==> config.mk <==
export PLATFORM = sky130hd
export DESIGN_NAME = td_decode
export DESIGN_NICKNAME = d
export VERILOG_FILES = /design/src/rtl/td_decode_pkg.sv /design/src/rtl/poll_rate_decode.sv /design/src/rtl/td_decode.sv
export SDC_FILE = /design/constraint.sdc
export NUM_CORES = 1
export LEC_CHECK = 0
export ABC_AREA = 1
export BUFFER_PORTS_ARGS = -buffer_cell sky130_fd_sc_hd__buf_2
export CAP_MARGIN = 20
export CORE_AREA = 5 5 172 174
export DETAILED_ROUTE_END_ITERATION = 12
export DIE_AREA = 0 0 177 179
export GPL_ROUTABILITY_DRIVEN = 0
export PLACE_DENSITY = 0.64
export SETUP_SLACK_MARGIN = 0.3
export SLEW_MARGIN = 20
export SYNTH_ARGS = -nofsm -noshare
export SYNTH_HDL_FRONTEND = slang
export SYNTH_SLANG_ARGS = --single-unit
==> constraint.sdc <==
create_clock -name clk -period 2.9 [get_ports clk]
set_input_delay 0.58 -clock clk [delete_from_list [all_inputs] [get_ports clk]]
set_output_delay 0.58 -clock clk [all_outputs]
set_load 0.02 [all_outputs]
==> src/rtl/td_decode_pkg.sv <==
// Constants for the transfer descriptor decoder: field positions, limits.
// Assumes descriptor quadwords arrive as {odd dword, even dword} pairs.
//
// Notes on behaviour
// RQ1: The two-bit multiplier gives packets per execution; 01 is usual, 10 and 11 allowed, 00 is illegal.
// RQ2: No data packet may exceed the eleven-bit maximum payload size.
// RQ3: The fifteen-bit byte total must lie between one byte and twenty kilobytes.
// RQ4: Software sets the valid bit to arm a descriptor and hardware clears it on completion or fatal error.
// RQ5: With a zero frame field the slot mask alone sets a rate of one, two or four microframes; the code also sets eight microframes for a single mask bit.
// RQ6: With a nonzero frame field exactly one mask bit is set and the field's top bit selects 2 to 32 ms.
// RQ7: The bulk split descriptor is eight dwords and dwords four to seven are ignored; the code reads the slot mask from the low byte of dword four.
// RQ8: Dword three carries the active, halt, babble, error, split, toggle, counter and progress fields.
// RQ9: Dword two carries the reload field and the sixteen-bit internal buffer start address.
// RQ10: The endpoint number takes bits 34 to 32 for its top and bit 31 for its lowest bit.
// RQ11: Token code 00 issues OUT and code 01 issues IN.
// RQ12: The polling rate is two to the power b minus one microframes, milliseconds in frame bits 7 to 3.
// RQ13: The processor address of the buffer is eight times the internal address plus 400h.
// RQ14: A descriptor whose valid bit is clear never starts a transaction.
// RQ15: Reserved bits are ignored on decode and written back unchanged.

package td_decode_pkg;

  // ****************************************************************
  // Quadword 0 layout
  // ****************************************************************
  localparam int VALID_POS      = 0;
  localparam int BYTES_LSB      = 3;
  localparam int BYTES_MSB      = 17;
  localparam int MAXPKT_LSB     = 18;
  localparam int MAXPKT_MSB     = 28;
  localparam int MULT_LSB       = 29;
  localparam int MULT_MSB       = 30;
  localparam int EP_LOW_POS     = 31;
  localparam int EP_HIGH_LSB    = 32;
  localparam int EP_HIGH_MSB    = 34;
  localparam int TOKEN_LSB      = 42;
  localparam int TOKEN_MSB      = 43;

  // ****************************************************************
  // Quadword 1 layout
  // ****************************************************************
  localparam int FRAME_LSB      = 3;
  localparam int FRAME_MSB      = 7;
  localparam int BASE_LSB       = 8;
  localparam int BASE_MSB       = 23;
  localparam int RELOAD_LSB     = 25;
  localparam int RELOAD_MSB     = 28;
  localparam int DONE_LSB       = 32;
  localparam int DONE_MSB       = 46;
  localparam int NAK_LSB        = 51;
  localparam int NAK_MSB        = 54;
  localparam int CERR_LSB       = 55;
  localparam int CERR_MSB       = 56;
  localparam int TOGGLE_POS     = 57;
  localparam int SPLIT_PH_POS   = 59;
  localparam int XERR_POS       = 60;
  localparam int BABBLE_POS     = 61;
  localparam int HALT_POS       = 62;
  localparam int ACTIVE_POS     = 63;

  // Slot mask sits in the low byte of quadword 2.
  localparam int MASK_LSB       = 0;
  localparam int MASK_MSB       = 7;

  // ****************************************************************
  // Limits and encodings
  // ****************************************************************
  localparam logic [1:0]  MULT_UNDEF   = 2'h0;
  localparam logic [1:0]  TOKEN_OUT    = 2'h0;
  localparam logic [1:0]  TOKEN_IN     = 2'h1;
  localparam logic [14:0] BYTES_MIN    = 15'h0001;
  localparam logic [14:0] BYTES_MAX    = 15'h5000;
  localparam logic [19:0] CPU_OFFSET   = 20'h00400;
  localparam int          ADDR_SHIFT   = 3;
  localparam logic [7:0]  MASK_ALL     = 8'hff;
  localparam logic [7:0]  MASK_EVEN    = 8'haa;
  localparam logic [7:0]  MASK_ODD     = 8'h55;
  localparam logic [3:0]  RATE_B_MS1   = 4'h4;
  localparam logic [3:0]  RATE_B_NONE  = 4'h0;

  typedef enum logic {WAIT_SLOT, RUNNING} run_state_type;

endpackage : td_decode_pkg

==> src/rtl/poll_rate_decode.sv <==
// Decodes the polling rate from frame field and microframe slot mask.
// Purely combinational; the caller registers rate_b, folds rate_legal into desc_legal and uses ms_mask unregistered.
`timescale 1ns/100ps
`default_nettype none

module poll_rate_decode
  import td_decode_pkg::*;
(
  input  wire logic [4:0] frame_field,
  input  wire logic [7:0] slot_mask,
  output var  logic [3:0] rate_b,
  output var  logic [4:0] ms_mask,
  output var  logic       rate_legal
);

  function automatic logic [3:0] ones_in(input logic [7:0] v);
    logic [3:0] n;
    n = 4'h0;
    for (int i = 0; i < 8; i++) begin
      n = n + {3'h0, v[i]};
    end
    return n;
  endfunction : ones_in

  logic [3:0] ones;

  always_comb begin
    ones       = ones_in(slot_mask);
    rate_b     = RATE_B_NONE;
    ms_mask    = 5'h00;
    rate_legal = 1'b0;
    if (frame_field == 5'h00) begin
      rate_legal = 1'b1;
      if (slot_mask == MASK_ALL) begin                              // RQ5
        rate_b = 4'h1;
      end else if (slot_mask == MASK_EVEN || slot_mask == MASK_ODD) begin
        rate_b = 4'h2;
      end else if (ones == 4'h2) begin
        rate_b = 4'h3;
      end else if (ones == 4'h1) begin
        rate_b = RATE_B_MS1;
      end else begin
        rate_legal = 1'b0;
      end
    end else begin
      rate_legal = (ones == 4'h1);                                  // RQ6
      for (int i = 0; i < 5; i++) begin
        if (frame_field[i]) begin
          rate_b  = RATE_B_MS1 + 4'(i + 1);                         // RQ12
          ms_mask = 5'((1 << (i + 1)) - 1);
        end
      end
      // A rate is reported only for a legal mask.
      if (!rate_legal) begin
        rate_b = RATE_B_NONE;
      end
    end
  end

endmodule : poll_rate_decode

`default_nettype wire

==> src/rtl/td_decode.sv <==
// Transfer descriptor decoder and per-descriptor scheduler.
// Assumes a same-clock scheduler supplies sof_tick, frame_count and
// packet events; writeback quadwords are stored back by the caller.
`timescale 1ns/100ps
`default_nettype none

module td_decode
  import td_decode_pkg::*;
(
  input  wire logic         clk,
  input  wire logic         rst_n,
  input  wire logic         desc_load,
  input  wire logic [255:0] desc_in,
  input  wire logic         sof_tick,
  input  wire logic [7:0]   frame_count,
  input  wire logic         pkt_sent,
  input  wire logic [10:0]  pkt_bytes,
  input  wire logic         fatal_err,
  output var  logic         desc_valid,
  output var  logic         desc_legal,
  output var  logic         xfer_start,
  output var  logic         xfer_done,
  output var  logic         xfer_halted,
  output var  logic [1:0]   packets_left,
  output var  logic         token_is_in,
  output var  logic [3:0]   endpoint_index,
  output var  logic [10:0]  max_payload_bytes,
  output var  logic [19:0]  buffer_cpu_addr,
  output var  logic [3:0]   rate_b,
  output var  logic [63:0]  wb_q0,
  output var  logic [63:0]  wb_q1
);

  // ****************************************************************
  // State
  // ****************************************************************
  run_state_type state, next_state;
  logic [63:0] next_wb_q0, next_wb_q1;
  logic [7:0]  slot_mask, next_slot_mask;
  logic        next_desc_legal, next_xfer_start, next_xfer_done;
  logic        next_xfer_halted;
  logic        next_token_is_in;
  logic [1:0]  next_packets_left;
  logic [19:0] next_buffer_cpu_addr;
  logic [3:0]  next_rate_b;
  logic [4:0]  ms_mask;
  logic [3:0]  dec_rate_b;
  logic        rate_legal, slot_due;
  logic [14:0] bytes_to_move, bytes_done_count, done_sum;
  logic [1:0]  mult;

  poll_rate_decode u_rate (
    .frame_field (wb_q1[FRAME_MSB:FRAME_LSB]),
    .slot_mask   (slot_mask),
    .rate_b      (dec_rate_b),
    .ms_mask     (ms_mask),
    .rate_legal  (rate_legal)
  );

  assign desc_valid        = wb_q0[VALID_POS];
  assign endpoint_index    = {wb_q0[EP_HIGH_MSB:EP_HIGH_LSB],
                              wb_q0[EP_LOW_POS]};                     // RQ10
  assign max_payload_bytes = wb_q0[MAXPKT_MSB:MAXPKT_LSB];
  assign bytes_to_move     = wb_q0[BYTES_MSB:BYTES_LSB];
  assign mult              = wb_q0[MULT_MSB:MULT_LSB];
  assign bytes_done_count  = wb_q1[DONE_MSB:DONE_LSB];
  assign done_sum          = bytes_done_count + {4'h0, pkt_bytes};

  // ****************************************************************
  // Next-state logic
  // ****************************************************************
  always_comb begin
    next_state           = state;
    next_wb_q0           = wb_q0;
    next_wb_q1           = wb_q1;
    next_slot_mask       = slot_mask;
    next_packets_left    = packets_left;
    next_buffer_cpu_addr = buffer_cpu_addr;
    next_rate_b          = dec_rate_b;
    next_xfer_start      = 1'b0;
    next_xfer_done       = 1'b0;
    next_xfer_halted     = 1'b0;
    // A descriptor is legal only with a defined multiplier, a byte
    // total in range, a nonzero payload size and a legal rate.
    next_desc_legal = (mult != MULT_UNDEF)                            // RQ1
                    && bytes_to_move >= BYTES_MIN                     // RQ3
                    && bytes_to_move <= BYTES_MAX
                    && max_payload_bytes != 11'h000 && rate_legal;
    slot_due = sof_tick && slot_mask[frame_count[2:0]]
             && ((frame_count[7:3] & ms_mask) == 5'h00);              // RQ5
    if (desc_load) begin
      // Dwords four to seven are not looked at beyond the slot mask.
      next_wb_q0 = desc_in[63:0];                                     // RQ7
      next_wb_q1 = desc_in[127:64];                                   // RQ9
      next_slot_mask = desc_in[128 + MASK_MSB:128 + MASK_LSB];
      next_buffer_cpu_addr = ({4'h0, desc_in[64 + BASE_MSB:64 + BASE_LSB]}
                             << ADDR_SHIFT) + CPU_OFFSET;             // RQ13
      next_packets_left = 2'h0;
      next_state = WAIT_SLOT;
    end else begin
      unique case (state)
        WAIT_SLOT: begin
          if (desc_valid && desc_legal && slot_due) begin             // RQ14
            next_packets_left = mult;                                 // RQ1
            next_xfer_start = 1'b1;
            next_state = RUNNING;
          end
        end
        RUNNING: begin
          if (fatal_err || (pkt_sent && pkt_bytes > max_payload_bytes)) begin
            next_wb_q0[VALID_POS] = 1'b0;                             // RQ4
            next_wb_q1[ACTIVE_POS] = 1'b0;                            // RQ8
            next_wb_q1[HALT_POS] = 1'b1;
            next_wb_q1[BABBLE_POS] = pkt_sent
                                   && pkt_bytes > max_payload_bytes;  // RQ2
            next_xfer_halted = 1'b1;
            next_packets_left = 2'h0;
            next_state = WAIT_SLOT;
          end else if (pkt_sent) begin
            // The progress field changes, and valid and active clear on completion; reserved bits stay.
            next_wb_q1[DONE_MSB:DONE_LSB] = done_sum;                 // RQ15
            next_packets_left = packets_left - 2'h1;
            if (done_sum >= bytes_to_move) begin
              next_wb_q0[VALID_POS] = 1'b0;                           // RQ4
              next_wb_q1[ACTIVE_POS] = 1'b0;
              next_xfer_done = 1'b1;
              next_packets_left = 2'h0;
              next_state = WAIT_SLOT;
            end else if (packets_left == 2'h1) begin
              next_state = WAIT_SLOT;
            end
          end
        end
      endcase
    end
    next_token_is_in = (next_wb_q0[TOKEN_MSB:TOKEN_LSB] == TOKEN_IN); // RQ11
  end

  // ****************************************************************
  // Registers
  // ****************************************************************
  always_ff @(posedge clk) begin
    if (!rst_n) begin
      state           <= WAIT_SLOT;
      wb_q0           <= 64'h0;
      wb_q1           <= 64'h0;
      slot_mask       <= 8'h00;
      desc_legal      <= 1'b0;
      xfer_start      <= 1'b0;
      xfer_done       <= 1'b0;
      xfer_halted     <= 1'b0;
      packets_left    <= 2'h0;
      buffer_cpu_addr <= 20'h00000;
      rate_b          <= RATE_B_NONE;
      token_is_in     <= 1'b0;
    end else begin
      state           <= next_state;
      wb_q0           <= next_wb_q0;
      wb_q1           <= next_wb_q1;
      slot_mask       <= next_slot_mask;
      desc_legal      <= next_desc_legal;
      xfer_start      <= next_xfer_start;
      xfer_done       <= next_xfer_done;
      xfer_halted     <= next_xfer_halted;
      packets_left    <= next_packets_left;
      buffer_cpu_addr <= next_buffer_cpu_addr;
      rate_b          <= next_rate_b;
      token_is_in     <= next_token_is_in;
    end
  end

  // ****************************************************************
  // Checks
  // ****************************************************************
  a_start_needs_valid: assert property ( // RQ14
    @(posedge clk) disable iff (!rst_n)
    xfer_start |-> $past(desc_valid) && $past(desc_legal))
    else $error("Start without a valid legal descriptor.");
  a_mult_nonzero: assert property ( // RQ1
    @(posedge clk) disable iff (!rst_n)
    xfer_start |-> packets_left != MULT_UNDEF)
    else $error("Burst started with undefined multiplier.");
  a_done_clears: assert property ( // RQ4
    @(posedge clk) disable iff (!rst_n)
    xfer_done |-> !desc_valid && !wb_q1[ACTIVE_POS])
    else $error("Completion left the descriptor armed.");
  a_oversize_halts: assert property ( // RQ2
    @(posedge clk) disable iff (!rst_n)
    state == RUNNING && !desc_load && pkt_sent
    && pkt_bytes > max_payload_bytes |=> xfer_halted && wb_q1[BABBLE_POS])
    else $error("Oversize packet not halted.");
  a_legal_range: assert property ( // RQ3
    @(posedge clk) disable iff (!rst_n)
    ##1 desc_legal |-> $past(bytes_to_move) >= BYTES_MIN
    && $past(bytes_to_move) <= BYTES_MAX)
    else $error("Byte total out of range judged legal.");
  a_cpu_addr: assert property ( // RQ13
    @(posedge clk) disable iff (!rst_n)
    desc_load |=> buffer_cpu_addr
    == ({4'h0, wb_q1[BASE_MSB:BASE_LSB]} << ADDR_SHIFT) + CPU_OFFSET)
    else $error("Processor address translation wrong.");
  a_due_mask: assert property ( // RQ5
    @(posedge clk) disable iff (!rst_n)
    xfer_start |-> $past(slot_mask[frame_count[2:0]])
    && $past(sof_tick))
    else $error("Start outside a selected microframe.");
  a_ms_period: assert property ( // RQ6
    @(posedge clk) disable iff (!rst_n)
    xfer_start |-> ($past(frame_count[7:3]) & $past(ms_mask)) == 5'h00)
    else $error("Start outside the millisecond period.");
  a_reserved_kept: assert property ( // RQ15
    @(posedge clk) disable iff (!rst_n)
    !desc_load ##1 1'b1 |-> wb_q0[2:1] == $past(wb_q0[2:1])
    && wb_q1[31:29] == $past(wb_q1[31:29]))
    else $error("Reserved descriptor bits changed.");
  a_burst_ends: assert property ( // RQ1
    @(posedge clk) disable iff (!rst_n)
    state == RUNNING && !desc_load && pkt_sent && packets_left == 2'h1
    |=> state == WAIT_SLOT)
    else $error("Burst ran past its multiplier.");

endmodule : td_decode

`default_nettype wire

==> results of run 1 <==
## through the flow
stage	setup TNS [ns]	setup slack (ns)	area (um2)	std cells
after global routing	-1.44	-0.316	11300	1750
after floorplan	-0.165	-0.0795	7720	977
final	-0.422	-0.130	11300	1750
after CTS	-0.654	-0.192	11100	1748
after global placement	-2.88	-0.424	10200	1713
after detailed placement	-3.10	-0.431	10200	1713
## cell usage in the layout (no fill, tap or decap), drive strengths merged
cell      instances
a211oi            2
nand3b            3
o31ai             3
mux2i             1
nand4            13
a21boi            1
clkinv            8
nand3            60
a21oi            46
diode             1
o21ai            63
dfxtp           158
clkbuf           17
nor2             50
nand2           249
nor3              7
conb              3
a22o             70
xor2              5
a31oi             4
and2              8
nor3b             2
buf             426
xnor2             1
inv             112
ha               44
o211ai            1
fa                5
nor4              6
a21o              2
clkinvlp          1
## path summary, 6_finish.rpt
check | from | endpoint | slack, ns | depth (start not counted)
worst max-delay path | slot_mask[0] | rate_b[0] | -0.13 | 15
worst min-delay path | desc_in[68] | wb_q1[4] | 0.35 | 3
worst max register to register | slot_mask[0] | rate_b[0] | -0.13 | 15
worst min register to register | wb_q1[15] | wb_q1[15] | 0.45 | 2
## timing repair
item	CTS	global route
buffers inserted	3	1
pin swaps	17	26
endpoints found under the setup margin	11	11
resized for setup	53	43
## cell families (layout without fill, tap and decap cells)
group / count (synthesis) / count (layout) / synth area share (%)
flip-flops: 158 / 158 / 41.3
other: 1 / 4 / 0.0490
multiplexers: 1 / 1 / 0.131
XOR/XNOR: 6 / 6 / 0.686
AO/OA/AOI/OAI: 192 / 192 / 16.8
buffers and inverters: 170 / 564 / 10.0
adder cells (fa/ha/maj): 49 / 49 / 8.50
AND/OR/NAND/NOR: 398 / 398 / 22.5
## per-layer routing
layer | global-route usage (%) | part of all wire, %
met5 | 0 | 0.024
met4 | 4.32 | 1.5
met3 | 3.14 | 5.7
met2 | 28.3 | 48
met1 | 22.5 | 44
## registers in the layout, summed over array words and instances, names as in the netlist, 2 cells and up
register         count
wb_q0               64
wb_q1               64
buffer_cpu_addr     10
slot_mask            8
rate_b               4
packets_left         2
## final cells by class
cell class	count	area, um2	area share, %
Multi-Input combinational cell	649	4280	37.8
Clock inverter	15	190	1.68
Tap cell	378	473	4.18
Antenna cell	1	2.50	0.0221
Sequential cell	158	3180	28.0
Clock buffer	17	425	3.76
Timing Repair Buffer	426	2380	21.0
Inverter	106	399	3.52
## worst reg2reg max path: stages, from the launching register on
cell and delay, ns:
dfxtp_2 0.34, inv_2 0.05, ha_4 0.23, fa_1 0.50, fa_1 0.43, fa_2 0.35
inv_2 0.07, fa_2 0.20, inv_2 0.04, nor3_2 0.14, nand2_1 0.08, o21ai_2 0.09
nand2_2 0.08, nor2_4 0.12, a21oi_1 0.07, a211oi_1 0.17
## power by group
| group | switching, uW | internal [uW] | total, uW |
|---|---|---|---|
| combinational | 881 | 661 | 1540 |
| clock | 1150 | 1180 | 2330 |
| sequential | 92.5 | 2300 | 2390 |
==> flow_summary.yaml, run 1 <==
status:
  status: "finished with violations"
  failed_checks: "negative setup slack"
grt:
  grt_start_max_net_pins: 58
  overflow: 0
  grt_pass1_wl_um: 42400
  antenna_found_initial: 2
  grt_pass1_vias: 7858
  grt.total_usage_pct: 16.9
timing:
  fin_hold_ws_ns: 0.350
  fin_crit_sh_pct: 104
  rsz0062_at_grt: "yes"
  drv_slew: 0
  worst_clock_skew_ns: 0.0164
  worst_pin_slew_ns: 0.514
  setup_viol: 5
  fin_ws_ns: -0.130
  max_freq_mhz: 330
  finalCriticalPeriod_ns: 3.03
  max_slew_margin_pct: 65.7
  hold_viol: 0
flow_run:
  maxCapViolations: 0
routing:
  drt_iter0_markers: 415
  drc: 0
  wl_um: 28800
  ant_nets: 0
  first_pass_iters: 7
  vias: 8017
  post_drt_wl_per_cell_um: 16.5
  viasPerCell: 4.58
floorplan:
  fp.dieW_um: 177
  rows: 61
  initial_core_util_pct: 27.7
  fp.dieArea_um2: 31700
  ios: 456
  die_h_um: 179
  coreArea_um2: 27600
setup_path:
  crit_buf_inv: 3
  cp_max_fo: 4
  critPathTopFamily: "adder cells"
  critPathRequiredTime_ns: 3.23
  critPathSlowestCell: "fa_1"
  cp-start-kind: "flip-flop"
  path_cells: "inv_2 -> ha_4 -> fa_1 -> fa_1 -> fa_2 -> inv_2 -> fa_2 -> inv_2 -> nor3_2 -> nand2_1 -> o21ai_2 -> nand2_2 -> nor2_4 -> a21oi_1 -> a211oi_1"
  endpoint_kind: "flip-flop"
  cp_slowest_stage_delay_ns: 0.50
  critPathArrivalTime_ns: 3.36
  critPathKind: "flip-flop to flip-flop"
  path_common_cell: "inv_2"
synth:
  syn_area_um2: 7660
  ys_seq_area_share_pct: 41.3
  synth-seq-cells: 158
  ys_warn_count: 0
  synthFlopType: "dfxtp_1"
  ys_top_cells_by_count: "nand2_1 (237), dfxtp_1 (158), inv_1 (99), a22o_1 (70), nand3_1 (60)"
  syn_inst: 975
  synth_cell_types: 38
  synth.avg_cell_area_um2: 7.85
  synthArstFlopShare_pct: 0
  yosysTopAreaCell: "dfxtp_1"
  ys_top_cells_by_area: "dfxtp_1 (41%), nand2_1 (12%), a22o_1 (8.0%)"
  synth_top_area_share_pct: 41.3
  synth.most_common_cell: "nand2_1"
  synth_edf_count: 0
clock_tree:
  clock-root-buffer: "clkbuf_16"
  cts_sinks: 158
  clk_path_buf_depth: 2
  cts_tree: "yes"
  clk_pin_slew_worst_paths_ns: 0.08
  cts_htree_levels: 4
  cts.hold.buffers_added: 0
  clk_latency_ns: 0.43
  numCtsBuffers: 17
finish:
  area_growth_pct: 47.9
  fillers: 2820
  final_nets: 1688
  layout-drive-gt1-share_pct: 42.5
  utilization_pct: 41.0
power_and_ir_drop:
  fin_total_pwr_uw: 6270
  power_density_nw_per_um2: 553
  leakagePower_uw: 0.00565
  vdd_drop_max_uv: 338
placed_design:
  dp_hpwl_um: 22200
  port_buffers: 332
hold_path:
  hold_path_class: "input port to flip-flop"
No activity file was read; power rests on OpenSTA's default activity.
==> run 2, diff against run 1 <==
==> constraint.sdc (replaced) <==
create_clock -name clk -period 2.9 [get_ports clk]
set_input_delay 0.29 -clock clk [delete_from_list [all_inputs] [get_ports clk]]
set_output_delay 0.29 -clock clk [all_outputs]
set_load 0.02 [all_outputs]
==> flow_summary.yaml, run 2 (same netlist as run 1, synthesis figures left out) <==
finish:
  final_nets: 1671
  area_growth_pct: 45.7
  mostFrequentLayoutCells: "buf_2 (332), nand2_1 (210), dfxtp_1 (147)"
  layout.cells.non_filler: 1732
  reg.largest.list: "wb_q0: 64 flops, wb_q1: 64 flops, buffer_cpu_addr: 10 flops"
  antenna_cells: 0
  postLayoutCellArea_um2: 11200
  fillers: 2868
  mostFrequentLayoutCell: "buf_2"
  utilization_pct: 40.4
  layout-drive-gt1-share_pct: 42.2
routing:
  vias: 7988
  first_pass_iters: 4
  wl_um: 28900
  post_drt_wl_per_cell_um: 16.7
  viasPerCell: 4.61
  ant_nets: 0
  drc: 0
  drt_iter0_markers: 401
hold_path:
  hold_path_class: "input port to flip-flop"
  worst_hold_path.endpoint: "wb_q0[0]"
  hold_depth: 3
  min_from: "desc_in[0]"
grt:
  antenna_found_initial: 1
  grt_start_max_net_pins: 76
  grt_pass1_wl_um: 42700
  grt_pass1_vias: 7818
  grt.total_usage_pct: 17.2
  overflow: 0
clock_tree:
  clock-root-buffer: "clkbuf_16"
  numCtsBuffers: 17
  cts_tree: "yes"
  clk_latency_ns: 0.42
  cts.hold.buffers_added: 0
  clk_path_buf_depth: 2
  clk_pin_slew_worst_paths_ns: 0.07
  cts_htree_levels: 4
  cts_sinks: 158
setup_path:
  cp-start-kind: "flip-flop"
  critPathRequiredTime_ns: 3.23
  cp_slowest_stage_delay_ns: 0.50
  crit_path_start: "slot_mask[0]"
  endpoint_kind: "flip-flop"
  critPathTopFamily: "adder cells"
  path_common_cell: "inv_2"
  critPathArrivalTime_ns: 3.40
  crit_buf_inv: 3
  ff2ff_setup_slack_ns: -0.17
  rr_endpoint: "rate_b[0]"
  cp_num_cells: 15
  cp_max_fo: 4
  critPathSlowestCell: "fa_1"
  path_cells: "inv_2 -> ha_4 -> fa_1 -> fa_1 -> fa_2 -> inv_2 -> fa_2 -> inv_2 -> nor3_2 -> nand2_1 -> o21ai_2 -> nand2_1 -> nor2_2 -> a21oi_1 -> a211oi_1"
  critPathKind: "flip-flop to flip-flop"
  reg2regPathDepth: 15
  rr_startpoint: "slot_mask[0]"
status:
  failed_checks: "negative setup slack"
  status: "finished with violations"
timing:
  max_slew_margin_pct: 62.0
  max_freq_mhz: 325
  finalCriticalPeriod_ns: 3.07
  setup_tns_ns: -0.607
  rsz0062_at_grt: "yes"
  fin_hold_ws_ns: 0.0624
  setup_viol: 5
  worst_clock_skew_ns: 0.00984
  drv_slew: 0
  fin_crit_sh_pct: 106
  fin_ws_ns: -0.173
  worst_pin_slew_ns: 0.569
  hold_viol: 0
placed_design:
  dp_hpwl_um: 22100
  port_buffers: 332
  dpl-instance-area_um2: 9970
  dp_cells: 1688
floorplan:
  fp.dieW_um: 177
  rows: 61
  ios: 456
  coreArea_um2: 27600
  die_h_um: 179
  initial_core_util_pct: 27.7
  fp.dieArea_um2: 31700
power_and_ir_drop:
  vdd_drop_max_uv: 314
  power_density_nw_per_um2: 553
  leakagePower_uw: 0.00557
flow_run:
  maxCapViolations: 0
==> run 2: cell count changes in the layout (fill, tap and decap cells not counted), sizes merged <==
cell and delta:
clkinvlp -1, inv +1, diode -1, buf -17
==> run 2: timing repair <==
item / 4_1_cts / 5_1_grt
resized for setup: 59 / 51
endpoints found under the setup margin: 11 / 12
pin swaps: 19 / 19
buffers inserted: 9 / 3
==> run 2: metrics by stage <==
stage | power [uW] | worst slack, ns
2_1_floorplan | 3220 | -0.0795
3_3_place_gp | 3740 | -0.208
3_5_place_dp | 3760 | -0.240
4_1_cts | 6180 | -0.188
5_1_grt | 6500 | -0.330
6_report | 6170 | -0.173
==> run 2: layer usage <==
metal	global-route usage (%)	routed length, um	vias up
met5	0	13	-
met1	22.7	13000	3751
met2	28.3	13500	254
met4	4.26	457	2
li1	-	-	3953
met3	4.64	1970	28
==> run 2: final cells by class <==
| cell class | count | area [um2] | area share (%) |
|---|---|---|---|
| multi-input cells | 649 | 4220 | 37.8 |
| flip-flops and latches | 158 | 3180 | 28.5 |
| repair buffers | 409 | 2280 | 20.5 |
| well taps | 378 | 473 | 4.24 |
| clock buffers | 17 | 425 | 3.81 |
| inverters | 106 | 399 | 3.58 |
| clock inverters | 15 | 173 | 1.55 |
==> run 2: how the worst max path moves through the flow <==
| stage | endpoint | slack, ns |
|---|---|---|
| 6_report | rate_b[0] | -0.17 |
| 5_1_grt | rate_b[0] | -0.33 |
| 4_1_cts | rate_b[0] | -0.19 |
| 3_5_place_dp | rate_b[0] | -0.24 |
| 3_3_place_gp | rate_b[0] | -0.21 |
| 2_1_floorplan | rate_b[0] | -0.08 |
==> run 2: worst reg2reg max path, delay by kind of cell, from the launching register on <==
| kind | cells | cell delay (ns) |
|---|---|---|
| compound gates | 3 | 0.33 |
| fa+ha+maj | 5 | 1.72 |
| buf+inv | 3 | 0.17 |
| flops | 1 | 0.33 |
| simple gates | 4 | 0.44 |
==> run 2: power by group <==
part | total (uW) | internal (uW) | switching (uW)
Clock | 2290 | 1170 | 1120
Combinational | 1490 | 622 | 863
Sequential | 2390 | 2300 | 90.7
==> run 3, diff against run 2 <==
--- a/config.mk
+++ b/config.mk
@@ -5,14 +5,13 @@
 export SDC_FILE = /design/constraint.sdc
 export NUM_CORES = 1
 export LEC_CHECK = 0
-export ABC_AREA = 1
 export BUFFER_PORTS_ARGS = -buffer_cell sky130_fd_sc_hd__buf_2
-export CAP_MARGIN = 20
-export CORE_AREA = 5 5 172 174
+export CAP_MARGIN = 15
+export CORE_AREA = 5 5 174 176
 export DETAILED_ROUTE_END_ITERATION = 12
-export DIE_AREA = 0 0 177 179
+export DIE_AREA = 0 0 179 181
 export GPL_ROUTABILITY_DRIVEN = 0
-export PLACE_DENSITY = 0.64
+export PLACE_DENSITY = 0.65
 export SETUP_SLACK_MARGIN = 0.3
 export SLEW_MARGIN = 20
 export SYNTH_ARGS = -nofsm -noshare
==> flow_summary.yaml, run 3 <==
power_and_ir_drop:
  p_sw_uw: 1910
  combPwrFrac_pct: 24.0
  internal_power_uw: 4180
  seqPwrFrac_pct: 39.4
  vdd_drop_max_uv: 318
  power_frac_clock_pct: 36.6
  power_density_nw_per_um2: 540
  leakagePower_uw: 0.00559
  p_sw_share_pct: 31.4
  fin_total_pwr_uw: 6090
routing:
  drt_iter0_markers: 277
  post_drt_wl_per_cell_um: 16.4
  ant_nets: 0
  wl_um: 26300
  first_pass_iters: 4
  viasPerCell: 4.53
  drc: 0
  vias: 7288
synth:
  synth_top_area_share_pct: 39.2
  ys_seq_area_share_pct: 39.2
  syn_inst: 852
  synth-seq-cells: 158
  synth_cell_types: 60
  yosysTopAreaCell: "dfxtp_1"
  synthFlopType: "dfxtp_1"
  ys_warn_count: 0
  synth.avg_cell_area_um2: 9.47
  ys_top_cells_by_area: "dfxtp_1 (39%), mux2i_1 (15%), nor2b_1 (9.5%)"
  syn_area_um2: 8070
  synthArstFlopShare_pct: 0
  ys_top_cells_by_count: "dfxtp_1 (158), mux2i_1 (122), nor2b_1 (122), inv_1 (49)"
  synth_edf_count: 0
  synth.most_common_cell: "dfxtp_1"
floorplan:
  coreArea_um2: 28500
  fp.dieW_um: 179
  ios: 456
  die_h_um: 181
  rows: 62
  fp.dieArea_um2: 32400
  initial_core_util_pct: 28.3
setup_path:
  cp_slowest_stage_delay_ns: 0.48
  crit_buf_inv: 2
  critPathTopFamily: "adder cells"
  critPathSlowestCell: "fa_1"
  critPathArrivalTime_ns: 3.74
  critPathKind: "flip-flop to flip-flop"
  cp_max_fo: 2
  path_cells: "inv_2 -> ha_4 -> fa_1 -> fa_1 -> fa_2 -> inv_2 -> fa_2 -> or3_4 -> o31a_1 -> o32ai_2 -> o311a_1"
  endpoint_kind: "flip-flop"
  cp-start-kind: "flip-flop"
  critPathRequiredTime_ns: 3.25
clock_tree:
  cts_tree: "yes"
  cts_sinks: 158
  clk_latency_ns: 0.41
  numCtsBuffers: 17
  clock-root-buffer: "clkbuf_16"
  clk_path_buf_depth: 2
  clk_pin_slew_worst_paths_ns: 0.07
  cts_htree_levels: 4
grt:
  antenna_found_initial: 0
  overflow: 0
  grt.total_usage_pct: 15.6
  grt_pass1_wl_um: 40200
  grt_pass1_vias: 7432
  grt_start_max_net_pins: 96
placed_design:
  dp_hpwl_um: 20300
  port_buffers: 332
  preCtsSetupSlack_ns: -0.516
finish:
  mostFrequentLayoutCells: "buf_2 (330), dfxtp_1 (154), mux2i_1 (122), nor2b_1 (122), buf_4 (68)"
  layout-drive-gt1-share_pct: 39.9
  antenna_cells: 0
  reg.largest.list: "wb_q0: 64 flops, wb_q1: 64 flops, buffer_cpu_addr: 10 flops"
  fillers: 2919
  mostFrequentLayoutCell: "buf_2"
  area_growth_pct: 39.8
  final_nets: 1541
timing:
  max_slew_margin_pct: 60.2
  setup_viol: 11
  fin_ws_ns: -0.487
  max_freq_mhz: 295
  fin_crit_sh_pct: 117
  worst_pin_slew_ns: 0.597
  drv_slew: 0
  finalCriticalPeriod_ns: 3.39
  rsz0062_at_grt: "yes"
  fin_hold_ws_ns: 0.111
  hold_viol: 0
  worst_clock_skew_ns: 0.00953
status:
  status: "finished with violations"
  failed_checks: "negative setup slack"
flow_run:
  maxCapViolations: 0
hold_path:
  hold_path_class: "input port to flip-flop"
==> run 3: cell types whose count changed in the layout (fill, tap and decap cells not counted), sizes merged, moves of 25 or more <==
| cell | change |
|---|---|
| nor2 | -25 |
| inv | -59 |
| nand3 | -52 |
| nor2b | +122 |
| o21ai | -26 |
| a22o | -70 |
| mux2i | +121 |
| nand2 | -205 |
==> run 3: cell type report <==
| type | count | area (um2) | share of cell area [%] |
|---|---|---|---|
| sequential | 158 | 3170 | 28.1 |
| clock buffer | 19 | 433 | 3.84 |
| multi-input combinational | 580 | 4610 | 40.9 |
| timing repair buffer | 405 | 2260 | 20.1 |
| tap | 384 | 480 | 4.26 |
| inverter | 49 | 186 | 1.65 |
| clock inverter | 13 | 130 | 1.15 |
==> run 3: cell families after synthesis <==
logic type      Yosys count  synth area share [%]
flops                   158                  39.2
simple gates            259                  18.0
buf+inv                 116                  6.67
compound gates          130                  10.7
xor+xnor                 14                  1.52
fa+ha+maj                49                  8.07
mux                     125                  15.8
other cells               1                0.0465
==> run 3: final timing paths <==
check / slack [ns] / end / start / depth (start not counted)
max: -0.49 / rate_b[0] / slot_mask[0] / 11
min: 0.11 / wb_q1[34] / desc_in[98] / 3
max reg2reg: -0.49 / rate_b[0] / slot_mask[0] / 11
min reg2reg: 0.48 / buffer_cpu_addr[12] / buffer_cpu_addr[12] / 1
==> run 3: layer usage <==
layer	part of all wire, %	global-route usage (%)	wire length (um)	up-vias
li1	-	-	-	3643
met1	42	18.5	11100	3401
met2	48	27.1	12700	229
met3	8.4	5.12	2210	15
met4	1.1	3.38	296	0
met5	0	0	0	-
==> run 3: repair_timing <==
item,CTS,global route
pin swaps,21,5
hold buffers,0,0
endpoints found under the setup margin,11,24
gates resized for setup,21,12
buffers inserted,4,1
==> run 3: worst reg2reg max path, stage by stage (launching register included) <==
cell	delay [ns]
dfxtp_2	0.34
inv_2	0.04
ha_4	0.25
fa_1	0.42
fa_1	0.48
fa_2	0.37
inv_2	0.06
fa_2	0.43
or3_4	0.38
o31a_1	0.12
o32ai_2	0.24
o311a_1	0.19
==> run 3: power groups by stage <==
stage	registers (uW)	clock network (uW)	logic, uW
CTS	2400	2310	1450
detailed placement	2450	0	1370
global placement	2450	0	1340
global route	2420	2390	1610
finish	2400	2230	1460
floorplan	2590	0	683
==> run 3: through the flow <==
step           TNS (ns)  std cells  utilization [%]  cell area (um2)
6_report          -3.81       1608             39.6            11300
4_1_cts           -3.51       1607             39.4            11200
3_3_place_gp      -3.12       1571             37.0            10500
3_5_place_dp      -4.00       1571             37.0            10500
2_1_floorplan     -1.44        854                -             8190
5_1_grt           -5.06       1608             39.6            11300
